<file path="config.mk">
export PLATFORM = sky130hd
export DESIGN_NAME = icf_regs
export DESIGN_NICKNAME = d
export VERILOG_FILES = /design/src/pkg/icf_pkg.sv /design/src/core/icf_ext_edge.sv /design/src/core/icf_regs.sv
export VERILOG_INCLUDE_DIRS = /design/src /design/src/pkg
export SDC_FILE = /design/constraint.sdc
export NUM_CORES = 1
export LEC_CHECK = 0
export BUFFER_PORTS_ARGS = -buffer_cell sky130_fd_sc_hd__buf_4
export CELL_PAD_IN_SITES_DETAIL_PLACEMENT = 1
export CELL_PAD_IN_SITES_GLOBAL_PLACEMENT = 2
export CORE_ASPECT_RATIO = 1.2
export CORE_MARGIN = 4
export CORE_UTILIZATION = 33
export DETAILED_ROUTE_END_ITERATION = 10
export GPL_TIMING_DRIVEN = 0
export PLACE_DENSITY_LB_ADDON = 0.1
export SKIP_CTS_REPAIR_TIMING = 1
export SYNTH_ARGS = -nofsm -noshare
export SYNTH_HDL_FRONTEND = slang
export SYNTH_HIERARCHICAL = 1
export SYNTH_SLANG_ARGS = --single-unit
export TNS_END_PERCENT = 10
</file>
<file path="constraint.sdc">
create_clock -name clk_sys_i -period 3.8 [get_ports clk_sys_i]
set_input_delay 0.38 -clock clk_sys_i [delete_from_list [all_inputs] [get_ports clk_sys_i]]
set_output_delay 0.38 -clock clk_sys_i [all_outputs]
set_load 0.01 [all_outputs]
</file>
<file path="src/pkg/icf_map.svh">
// register offsets, field positions, reset values and implemented-bit masks
`ifndef ICF_MAP_SVH
`define ICF_MAP_SVH

`define ICF_EXT_N        5
`define ICF_OFF_CTRL2    8'h00
`define ICF_OFF_FLAGS0   8'h04
`define ICF_OFF_FLAGS1   8'h08
`define ICF_OFF_FLAGS2   8'h0c
`define ICF_OFF_IRQ_STAT 8'h10
`define ICF_OFF_IRQ_MASK 8'h14

`define ICF_CTRL2_ALT_TABLE_BIT 15
`define ICF_CTRL2_DISINS_BIT 14
`define ICF_CTRL2_WR_MASK    16'h801f
`define ICF_CTRL2_RST        16'h0000

`define ICF_FLAGS0_IMPL  16'h7fff
`define ICF_FLAGS1_IMPL  16'hfffb
`define ICF_FLAGS2_IMPL  16'hdfff
`define ICF_FLAGS_RST    16'h0000

`define ICF_EXT0_BIT_F0  0
`define ICF_EXT1_BIT_F1  4
`define ICF_EXT2_BIT_F1  13

`define ICF_IRQ_BITS     3
`define ICF_IRQ_IMPL     3'h7
`define ICF_IRQ_RST      3'h0

`endif

</file>
<file path="src/pkg/icf_pkg.sv">
// types shared by the interrupt flag and control block
package icf_pkg;

  typedef struct packed {
    logic        hsel;
    logic [31:0] haddr;
    logic [1:0]  htrans;
    logic        hwrite;
    logic [2:0]  hsize;
    logic [31:0] hwdata;
    logic        hready;
  } icf_ahb_req_t;

  typedef struct packed {
    logic [15:0] lane2;
    logic [15:0] lane1;
    logic [15:0] lane0;
  } icf_req_t;

  typedef enum logic [2:0] {
    ICF_PH_IDLE  = 3'b001,
    ICF_PH_WRITE = 3'b010,
    ICF_PH_READ  = 3'b100
  } icf_phase_t;

endpackage

</file>
<file path="src/core/icf_ext_edge.sv">
// synchroniser and selectable-polarity edge detector for external interrupt pins
`timescale 1ns/1ps
`include "icf_map.svh"
module icf_ext_edge
  import icf_pkg::*;
#(
  parameter int N = `ICF_EXT_N
) (
  input  wire logic         clk_sys_i,
  input  wire logic         arst_n_i,
  input  wire logic [N-1:0] pin_i,
  input  wire logic [N-1:0] falling_sel_i,
  output logic      [N-1:0] edge_o
);

  logic [N-1:0] sync1_r;
  logic [N-1:0] sync2_r;
  logic [N-1:0] prev_r;
  logic [N-1:0] edge_r;
  logic [N-1:0] edge_nxt;

  // polarity change alone never fires: only a real transition of the pin counts
  always_comb begin
    edge_nxt = (falling_sel_i & prev_r & ~sync2_r) | (~falling_sel_i & ~prev_r & sync2_r);
  end

  always_ff @(posedge clk_sys_i or negedge arst_n_i) begin
    if (!arst_n_i) begin
      sync1_r <= '0;
      sync2_r <= '0;
      prev_r  <= '0;
      edge_r  <= '0;
    end else begin
      sync1_r <= pin_i;
      sync2_r <= sync1_r;
      prev_r  <= sync2_r;
      edge_r  <= edge_nxt;
    end
  end

  assign edge_o = edge_r;

endmodule

</file>
<file path="src/core/icf_regs.sv">
// interrupt control register two and flag registers zero to two behind an AHB-Lite slave
// Function
// - bit 15 of control two selects the alternate vector table when set.
// - bit 14 of control two reads 1 while interrupt-disable instruction is active.
// - control two bits 13 to 5 read zero and ignore writes.
// - polarity bit 1 means falling edge request, 0 means rising edge.
// - flag bits latch requests, are software read/write, clear at power-on.
// - flags zero bit 15 reads zero; bits 14 to 8 latch their sources.
// - flags zero bits 7 to 0 latch timers, compares, captures, ext irq 0.
// - flags one bits 15 to 8 latch serial, ext irq 2, timers, compares.
// - flags one bits 7 to 3, 1 and 0 latch their sources.
// - flags one bit 2 reads zero and ignores writes.
// - flags two bit 13 reads zero; bits 15, 14, 12 to 8 latch.
// - flags two bits 7 to 3 latch captures, transfer channel 3, CAN event.
// - flags two bits 2 to 0 latch CAN receive and serial two requests.
//
// The AHB-Lite interface to the registers and the address map were left to the implementer.
`timescale 1ns/1ps
`include "icf_map.svh"
module icf_regs
  import icf_pkg::*;
#(
  parameter int EXT_N = `ICF_EXT_N
) (
  input  wire logic             clk_sys_i,
  input  wire logic             arst_n_i,
  input  wire icf_ahb_req_t     ahb_i,
  output logic      [31:0]      hrdata_o,
  output logic                  hreadyout_o,
  output logic                  hresp_o,
  input  wire icf_req_t         req_i,
  input  wire logic [EXT_N-1:0] ext_irq_i,
  input  wire logic             irq_disable_instr_active_i,
  output logic                  alt_vector_table_o,
  output logic      [EXT_N-1:0] ext_irq_edge_o,
  output logic                  irq_o
);

  // set wins over a software write in the same cycle
  function automatic logic [15:0] upd_flag(input logic [15:0] cur, input logic [15:0] set,
                                           input logic we, input logic [15:0] wd,
                                           input logic [15:0] impl);
    logic [15:0] base;
    base = we ? wd : cur;
    return (base | set) & impl;
  endfunction

  icf_phase_t   phase_r;
  icf_phase_t   phase_nxt;
  logic [7:0]   addr_r;
  logic [7:0]   addr_nxt;
  logic [31:0]  rdata_r;
  logic [31:0]  rdata_nxt;

  logic [15:0]  ctrl_r;
  logic [15:0]  ctrl_nxt;
  logic [15:0]  flags0_r;
  logic [15:0]  flags0_nxt;
  logic [15:0]  flags1_r;
  logic [15:0]  flags1_nxt;
  logic [15:0]  flags2_r;
  logic [15:0]  flags2_nxt;
  logic [`ICF_IRQ_BITS-1:0] stat_r;
  logic [`ICF_IRQ_BITS-1:0] stat_nxt;
  logic [`ICF_IRQ_BITS-1:0] mask_r;
  logic [`ICF_IRQ_BITS-1:0] mask_nxt;

  logic         acc;
  logic         wr_act;
  logic [15:0]  wd16;
  logic         we_ctrl;
  logic         we_f0;
  logic         we_f1;
  logic         we_f2;
  logic         we_stat;
  logic         we_mask;
  logic [15:0]  set0;
  logic [15:0]  set1;
  logic [15:0]  set2;
  logic [15:0]  ext_f0;
  logic [15:0]  ext_f1;
  logic [EXT_N-1:0] ext_edge;
  logic [`ICF_IRQ_BITS-1:0] ev;
  logic [15:0]  ctrl_rd;

  icf_ext_edge #(
    .N (EXT_N)
  ) u_ext_edge (
    .clk_sys_i     (clk_sys_i),
    .arst_n_i      (arst_n_i),
    .pin_i         (ext_irq_i),
    .falling_sel_i (ctrl_r[EXT_N-1:0]),
    .edge_o        (ext_edge)
  );

  // ---- bus phase tracking
  always_comb begin
    acc       = ahb_i.hsel && ahb_i.htrans[1] && ahb_i.hready;
    phase_nxt = phase_r;
    addr_nxt  = addr_r;
    if (ahb_i.hready) begin
      phase_nxt = ICF_PH_IDLE;
      if (acc) begin
        phase_nxt = ahb_i.hwrite ? ICF_PH_WRITE : ICF_PH_READ;
        addr_nxt  = ahb_i.haddr[7:0];
      end
    end
  end

  always_ff @(posedge clk_sys_i or negedge arst_n_i) begin
    if (!arst_n_i) begin
      phase_r <= ICF_PH_IDLE;
      addr_r  <= 8'h00;
    end else begin
      phase_r <= phase_nxt;
      addr_r  <= addr_nxt;
    end
  end

  // ---- write strobes, applied at the end of the data phase
  always_comb begin
    wr_act  = (phase_r == ICF_PH_WRITE);
    wd16    = ahb_i.hwdata[15:0];
    we_ctrl = wr_act && (addr_r == `ICF_OFF_CTRL2);
    we_f0   = wr_act && (addr_r == `ICF_OFF_FLAGS0);
    we_f1   = wr_act && (addr_r == `ICF_OFF_FLAGS1);
    we_f2   = wr_act && (addr_r == `ICF_OFF_FLAGS2);
    we_stat = wr_act && (addr_r == `ICF_OFF_IRQ_STAT);
    we_mask = wr_act && (addr_r == `ICF_OFF_IRQ_MASK);
  end

  // ---- request sources into flag set vectors
  always_comb begin
    ext_f0 = 16'h0000;
    ext_f1 = 16'h0000;
    ext_f0[`ICF_EXT0_BIT_F0] = ext_edge[0];
    ext_f1[`ICF_EXT1_BIT_F1] = ext_edge[1];
    ext_f1[`ICF_EXT2_BIT_F1] = ext_edge[2];
    // lanes feeding external-interrupt positions are ignored; the pins own them
    set0 = (req_i.lane0 & ~16'h0001 & `ICF_FLAGS0_IMPL) | ext_f0;
    set1 = (req_i.lane1 & ~16'h2010 & `ICF_FLAGS1_IMPL) | ext_f1;
    set2 = req_i.lane2 & `ICF_FLAGS2_IMPL;
  end

  // ---- control and flag registers
  always_comb begin
    ctrl_nxt = ctrl_r;
    if (we_ctrl) begin
      ctrl_nxt = wd16 & `ICF_CTRL2_WR_MASK;
    end
    flags0_nxt = upd_flag(flags0_r, set0, we_f0, wd16, `ICF_FLAGS0_IMPL);
    flags1_nxt = upd_flag(flags1_r, set1, we_f1, wd16, `ICF_FLAGS1_IMPL);
    flags2_nxt = upd_flag(flags2_r, set2, we_f2, wd16, `ICF_FLAGS2_IMPL);
  end

  always_ff @(posedge clk_sys_i or negedge arst_n_i) begin
    if (!arst_n_i) begin
      ctrl_r   <= `ICF_CTRL2_RST;
      flags0_r <= `ICF_FLAGS_RST;
      flags1_r <= `ICF_FLAGS_RST;
      flags2_r <= `ICF_FLAGS_RST;
    end else begin
      ctrl_r   <= ctrl_nxt;
      flags0_r <= flags0_nxt;
      flags1_r <= flags1_nxt;
      flags2_r <= flags2_nxt;
    end
  end

  // ---- summary interrupt: one event per flag register gaining a new bit
  always_comb begin
    ev[0]    = |(set0 & ~flags0_r);
    ev[1]    = |(set1 & ~flags1_r);
    ev[2]    = |(set2 & ~flags2_r);
    stat_nxt = stat_r;
    if (we_stat) begin
      stat_nxt = stat_r & ~ahb_i.hwdata[`ICF_IRQ_BITS-1:0];
    end
    stat_nxt = (stat_nxt | ev) & `ICF_IRQ_IMPL;
    mask_nxt = mask_r;
    if (we_mask) begin
      mask_nxt = ahb_i.hwdata[`ICF_IRQ_BITS-1:0];
    end
  end

  always_ff @(posedge clk_sys_i or negedge arst_n_i) begin
    if (!arst_n_i) begin
      stat_r <= `ICF_IRQ_RST;
      mask_r <= `ICF_IRQ_RST;
    end else begin
      stat_r <= stat_nxt;
      mask_r <= mask_nxt;
    end
  end

  // ---- read data, sampled at the address phase from next values
  // reading next values lets a read right after a write see the written data
  always_comb begin
    ctrl_rd = ctrl_nxt;
    ctrl_rd[`ICF_CTRL2_DISINS_BIT] = irq_disable_instr_active_i;
    rdata_nxt = rdata_r;
    if (acc && !ahb_i.hwrite) begin
      unique case (ahb_i.haddr[7:0])
        `ICF_OFF_CTRL2:    rdata_nxt = {16'h0000, ctrl_rd};
        `ICF_OFF_FLAGS0:   rdata_nxt = {16'h0000, flags0_nxt};
        `ICF_OFF_FLAGS1:   rdata_nxt = {16'h0000, flags1_nxt};
        `ICF_OFF_FLAGS2:   rdata_nxt = {16'h0000, flags2_nxt};
        `ICF_OFF_IRQ_STAT: rdata_nxt = {29'h0000000, stat_nxt};
        `ICF_OFF_IRQ_MASK: rdata_nxt = {29'h0000000, mask_nxt};
        default:           rdata_nxt = 32'h0000_0000;
      endcase
    end
  end

  always_ff @(posedge clk_sys_i or negedge arst_n_i) begin
    if (!arst_n_i) begin
      rdata_r <= 32'h0000_0000;
    end else begin
      rdata_r <= rdata_nxt;
    end
  end

  assign hrdata_o           = rdata_r;
  assign hreadyout_o        = 1'b1;
  assign hresp_o            = 1'b0;
  assign alt_vector_table_o = ctrl_r[`ICF_CTRL2_ALT_TABLE_BIT];
  assign ext_irq_edge_o     = ext_edge;
  assign irq_o              = |(stat_r & mask_r);
endmodule

</file>
==> impl_metrics.ini <==
[run_status]
status = complete, no violations

[critical_path]
path_common_cell = buf_6
cpPeakStageDelay_ns = 0.56
path_cells = nor4_4 -> and4_1 -> buf_6 -> buf_6 -> mux2i_1 -> a21oi_1 -> a2111oi_0 -> o21ai_0
reg2reg_slack_ns = 1.02
path_max_fanout = 10
r2r-end = hrdata_o[6]
path_buf_inv = 2
cpMaxStageDelayCell = nor4_4
end_kind = register
critical_path_class = reg2reg
crit_required_ns = 4.06
r2r_cells = 8
critPathLaunchType = register
rr_startpoint = phase_r[2]
worst-path-stages = 8
arrival_ns = 3.05
cp_top_family = simple AND/OR/NAND/NOR gates

[power]
internal_power_mw = 2.61
leakage_nw = 3.36
switching_share = 0.221
peakVddDrop_v = 0.000251
p_clk_frac = 0.541
sequentialPowerShare = 0.382
power_density_mw_per_mm2 = 470
comb_power_share = 0.077
power.total_mw = 3.35
p_sw_mw = 0.739

[sta]
max_clock_freq_mhz = 360
grt_setup_unrepaired = no
drv_slew = 0
whs_ns = 0.0699
worst_slack_ns = 1.02
tightest_slew_ns = 1.17
hold_violations = 0
relSlewSlack = 0.206
fin_crit_ns = 2.78
fin_setup_tns_ns = 0
setup_viol = 0
finClkSkew_ns = 0.00879
fin_crit_sh = 0.732

[synth]
synth-seq-area-share = 0.529
yosysTopAreaCell = dfrtp_1
synth_compound_area_frac = 0.154
synthMuxAreaShare = 0.0686
synth_cell_types = 52
syn-cell-area_mm2 = 0.00535
yosys.area_share.simple = 0.169
synth_top_family_by_area = simple AND/OR/NAND/NOR gates
ys_top_cells_by_area = dfrtp_1 52%, nand2_1 6.5%, inv_1 3.4%
yosys.area_share.xor_xnor = 0
synth.ff_latch_count = 113
avgSynthCellArea_um2 = 10.0
yosys.area.top_type_share = 0.524
ys.warnings.count = 6
synth-adder-area-share = 0
syn-instance-count = 534

[clocking]
cts_buffer_depth = 2
cts_root_buf = clkbuf_16
cts_tree = yes
clock_latency_ns = 0.42
clk_pin_slew_ns = 0.06
cts_max_level = 4
cts_made_buffers = 17
clock-sinks = 113

[hold_path]
worstHoldPathType = in2reg
hold_end = u_ext_edge/sync1_r[4]
hold_start = ext_irq_i[4]
min_path_cells = 1

[global_routing]
grt_pass1_wl_um = 28200
antenna_found_initial = 0
grt_max_degree = 79
grt_usage = 0.209
grt_pass1_vias = 4988
gr-total-overflow = 0

[floorplanning]
die_y_um = 147
die_area_mm2 = 0.0183
rows = 50
ios = 169
core_mm2 = 0.0158
fp.dieW_um = 124
start_util = 0.339

[placed_design]
gp_congestion = 0.855
place_ws_ns = 0.857
portBuffers = 100
placed_cells = 859
hpwl_um = 13700
place_area_mm2 = 0.00645

[detailed_routing]
ant_nets = 0
highest_layer = met4
vias = 4568
viasPerCell = 5.12
drt-total-wl_um = 18300
wl_met1_um = 7690
drtIter0Drc = 256
wl_per_cell_um = 20.6
dr_wl_met3_um = 656
drtPass1Iterations = 4
route.detailed.drc = 0
wl_met2_um = 9590

[cells_and_area]
area_delta_synth_final_pct = 33.2
fin_area_mm2 = 0.00712
final_util = 0.452
num-nets-final = 799
diodes = 0
layout-drive-gt1-share = 0.266
instances_no_fill = 892
mostFrequentLayoutCell = buf_4
final_cell_mix = 119 x buf_4, 112 x dfrtp_1, 92 x nand2_1

[flow_run]
maxCapViolations = 0
per-layer routing:
layer | GRT usage | up-vias
li1 | - | 2129
met1 | 0.265 | 2315
met3 | 0.0360 | 26
met2 | 0.350 | 98
met5 | 0 | -
met4 | 0.0899 | 0
synth_stat cells (all sizes together):
| master | n |
|---|---|
| conb | 2 |
| nand2 | 92 |
| o21a | 1 |
| and3 | 3 |
| o211ai | 3 |
| nand3b | 1 |
| a222oi | 3 |
| o2111ai | 3 |
| nor2b | 12 |
| nor4 | 4 |
| nand3 | 26 |
| nand2b | 15 |
| clkbuf | 11 |
| nor3b | 3 |
| nor4b | 3 |
| inv | 48 |
| mux2i | 16 |
| nor3 | 3 |
| and4 | 1 |
| o21ai | 19 |
| a311o | 1 |
| a21oi | 23 |
| a32o | 1 |
| nand4b | 2 |
| a31oi | 26 |
| and2 | 3 |
| a2111oi | 16 |
| o22ai | 20 |
| and4b | 1 |
| a221oi | 2 |
| mux2 | 18 |
| nand4 | 3 |
| dfstp | 1 |
| buf | 26 |
| dfrtp | 112 |
| nor2 | 4 |
| o21bai | 2 |
| a211o | 4 |
power by group through the flow:
stage / clock network, mW / logic [mW] / registers, mW
finish: 1.81 / 0.258 / 1.28
global route: 1.90 / 0.284 / 1.28
CTS: 1.84 / 0.261 / 1.28
detailed placement: 0 / 0.259 / 1.30
global placement: 0 / 0.250 / 1.30
floorplan: 0 / 0.107 / 1.29
worst reg2reg max path, delay by kind of cell (launching register included):
| family | cells | cell delay, ns |
|---|---|---|
| AOI/OAI and AO/OA | 3 | 0.66 |
| muxes | 1 | 0.29 |
| buffers and inverters | 2 | 0.42 |
| and+or+nand+nor | 2 | 0.86 |
| DFF | 1 | 0.41 |
layout make-up:
type | instances | area (um^2)
Fill cell | 1783 | 8650
Timing Repair Buffer | 102 | 792
Multi-Input combinational cell | 352 | 2160
Clock buffer | 22 | 454
Tap cell | 208 | 260
Sequential cell | 113 | 2830
Inverter | 48 | 180
Buffer | 37 | 235
Clock inverter | 10 | 206
flip-flops by register name, indices dropped and copies added (netlist names):
| name | cells |
|---|---|
| u_ext_edge/prev_r | 5 |
| flags1_r | 15 |
| ctrl_r | 15 |
| mask_r | 3 |
| stat_r | 3 |
| flags0_r | 15 |
| phase_r | 3 |
| flags2_r | 15 |
| hrdata_o | 16 |
| u_ext_edge/edge_o | 5 |
| u_ext_edge/sync1_r | 5 |
| u_ext_edge/sync2_r | 5 |
| addr_r | 8 |
kinds of logic after synthesis:
group | Yosys count
and+or+nand+nor | 176
AOI/OAI and AO/OA | 124
DFF | 113
buffers and inverters | 85
muxes | 34
other | 2
worst max-delay path by stage:
stage	slack (ns)	from	endpoint
5_1_grt	0.77	phase_r[2]	hrdata_o[6]
6_report	1.02	phase_r[2]	hrdata_o[6]
2_1_floorplan	1.54	phase_r[2]	hrdata_o[3]
3_3_place_gp	0.88	ahb_i[40]	hrdata_o[4]
4_1_cts	1.03	phase_r[2]	hrdata_o[6]
3_5_place_dp	0.86	ahb_i[40]	hrdata_o[12]
(Power assumes the default switching activity.)
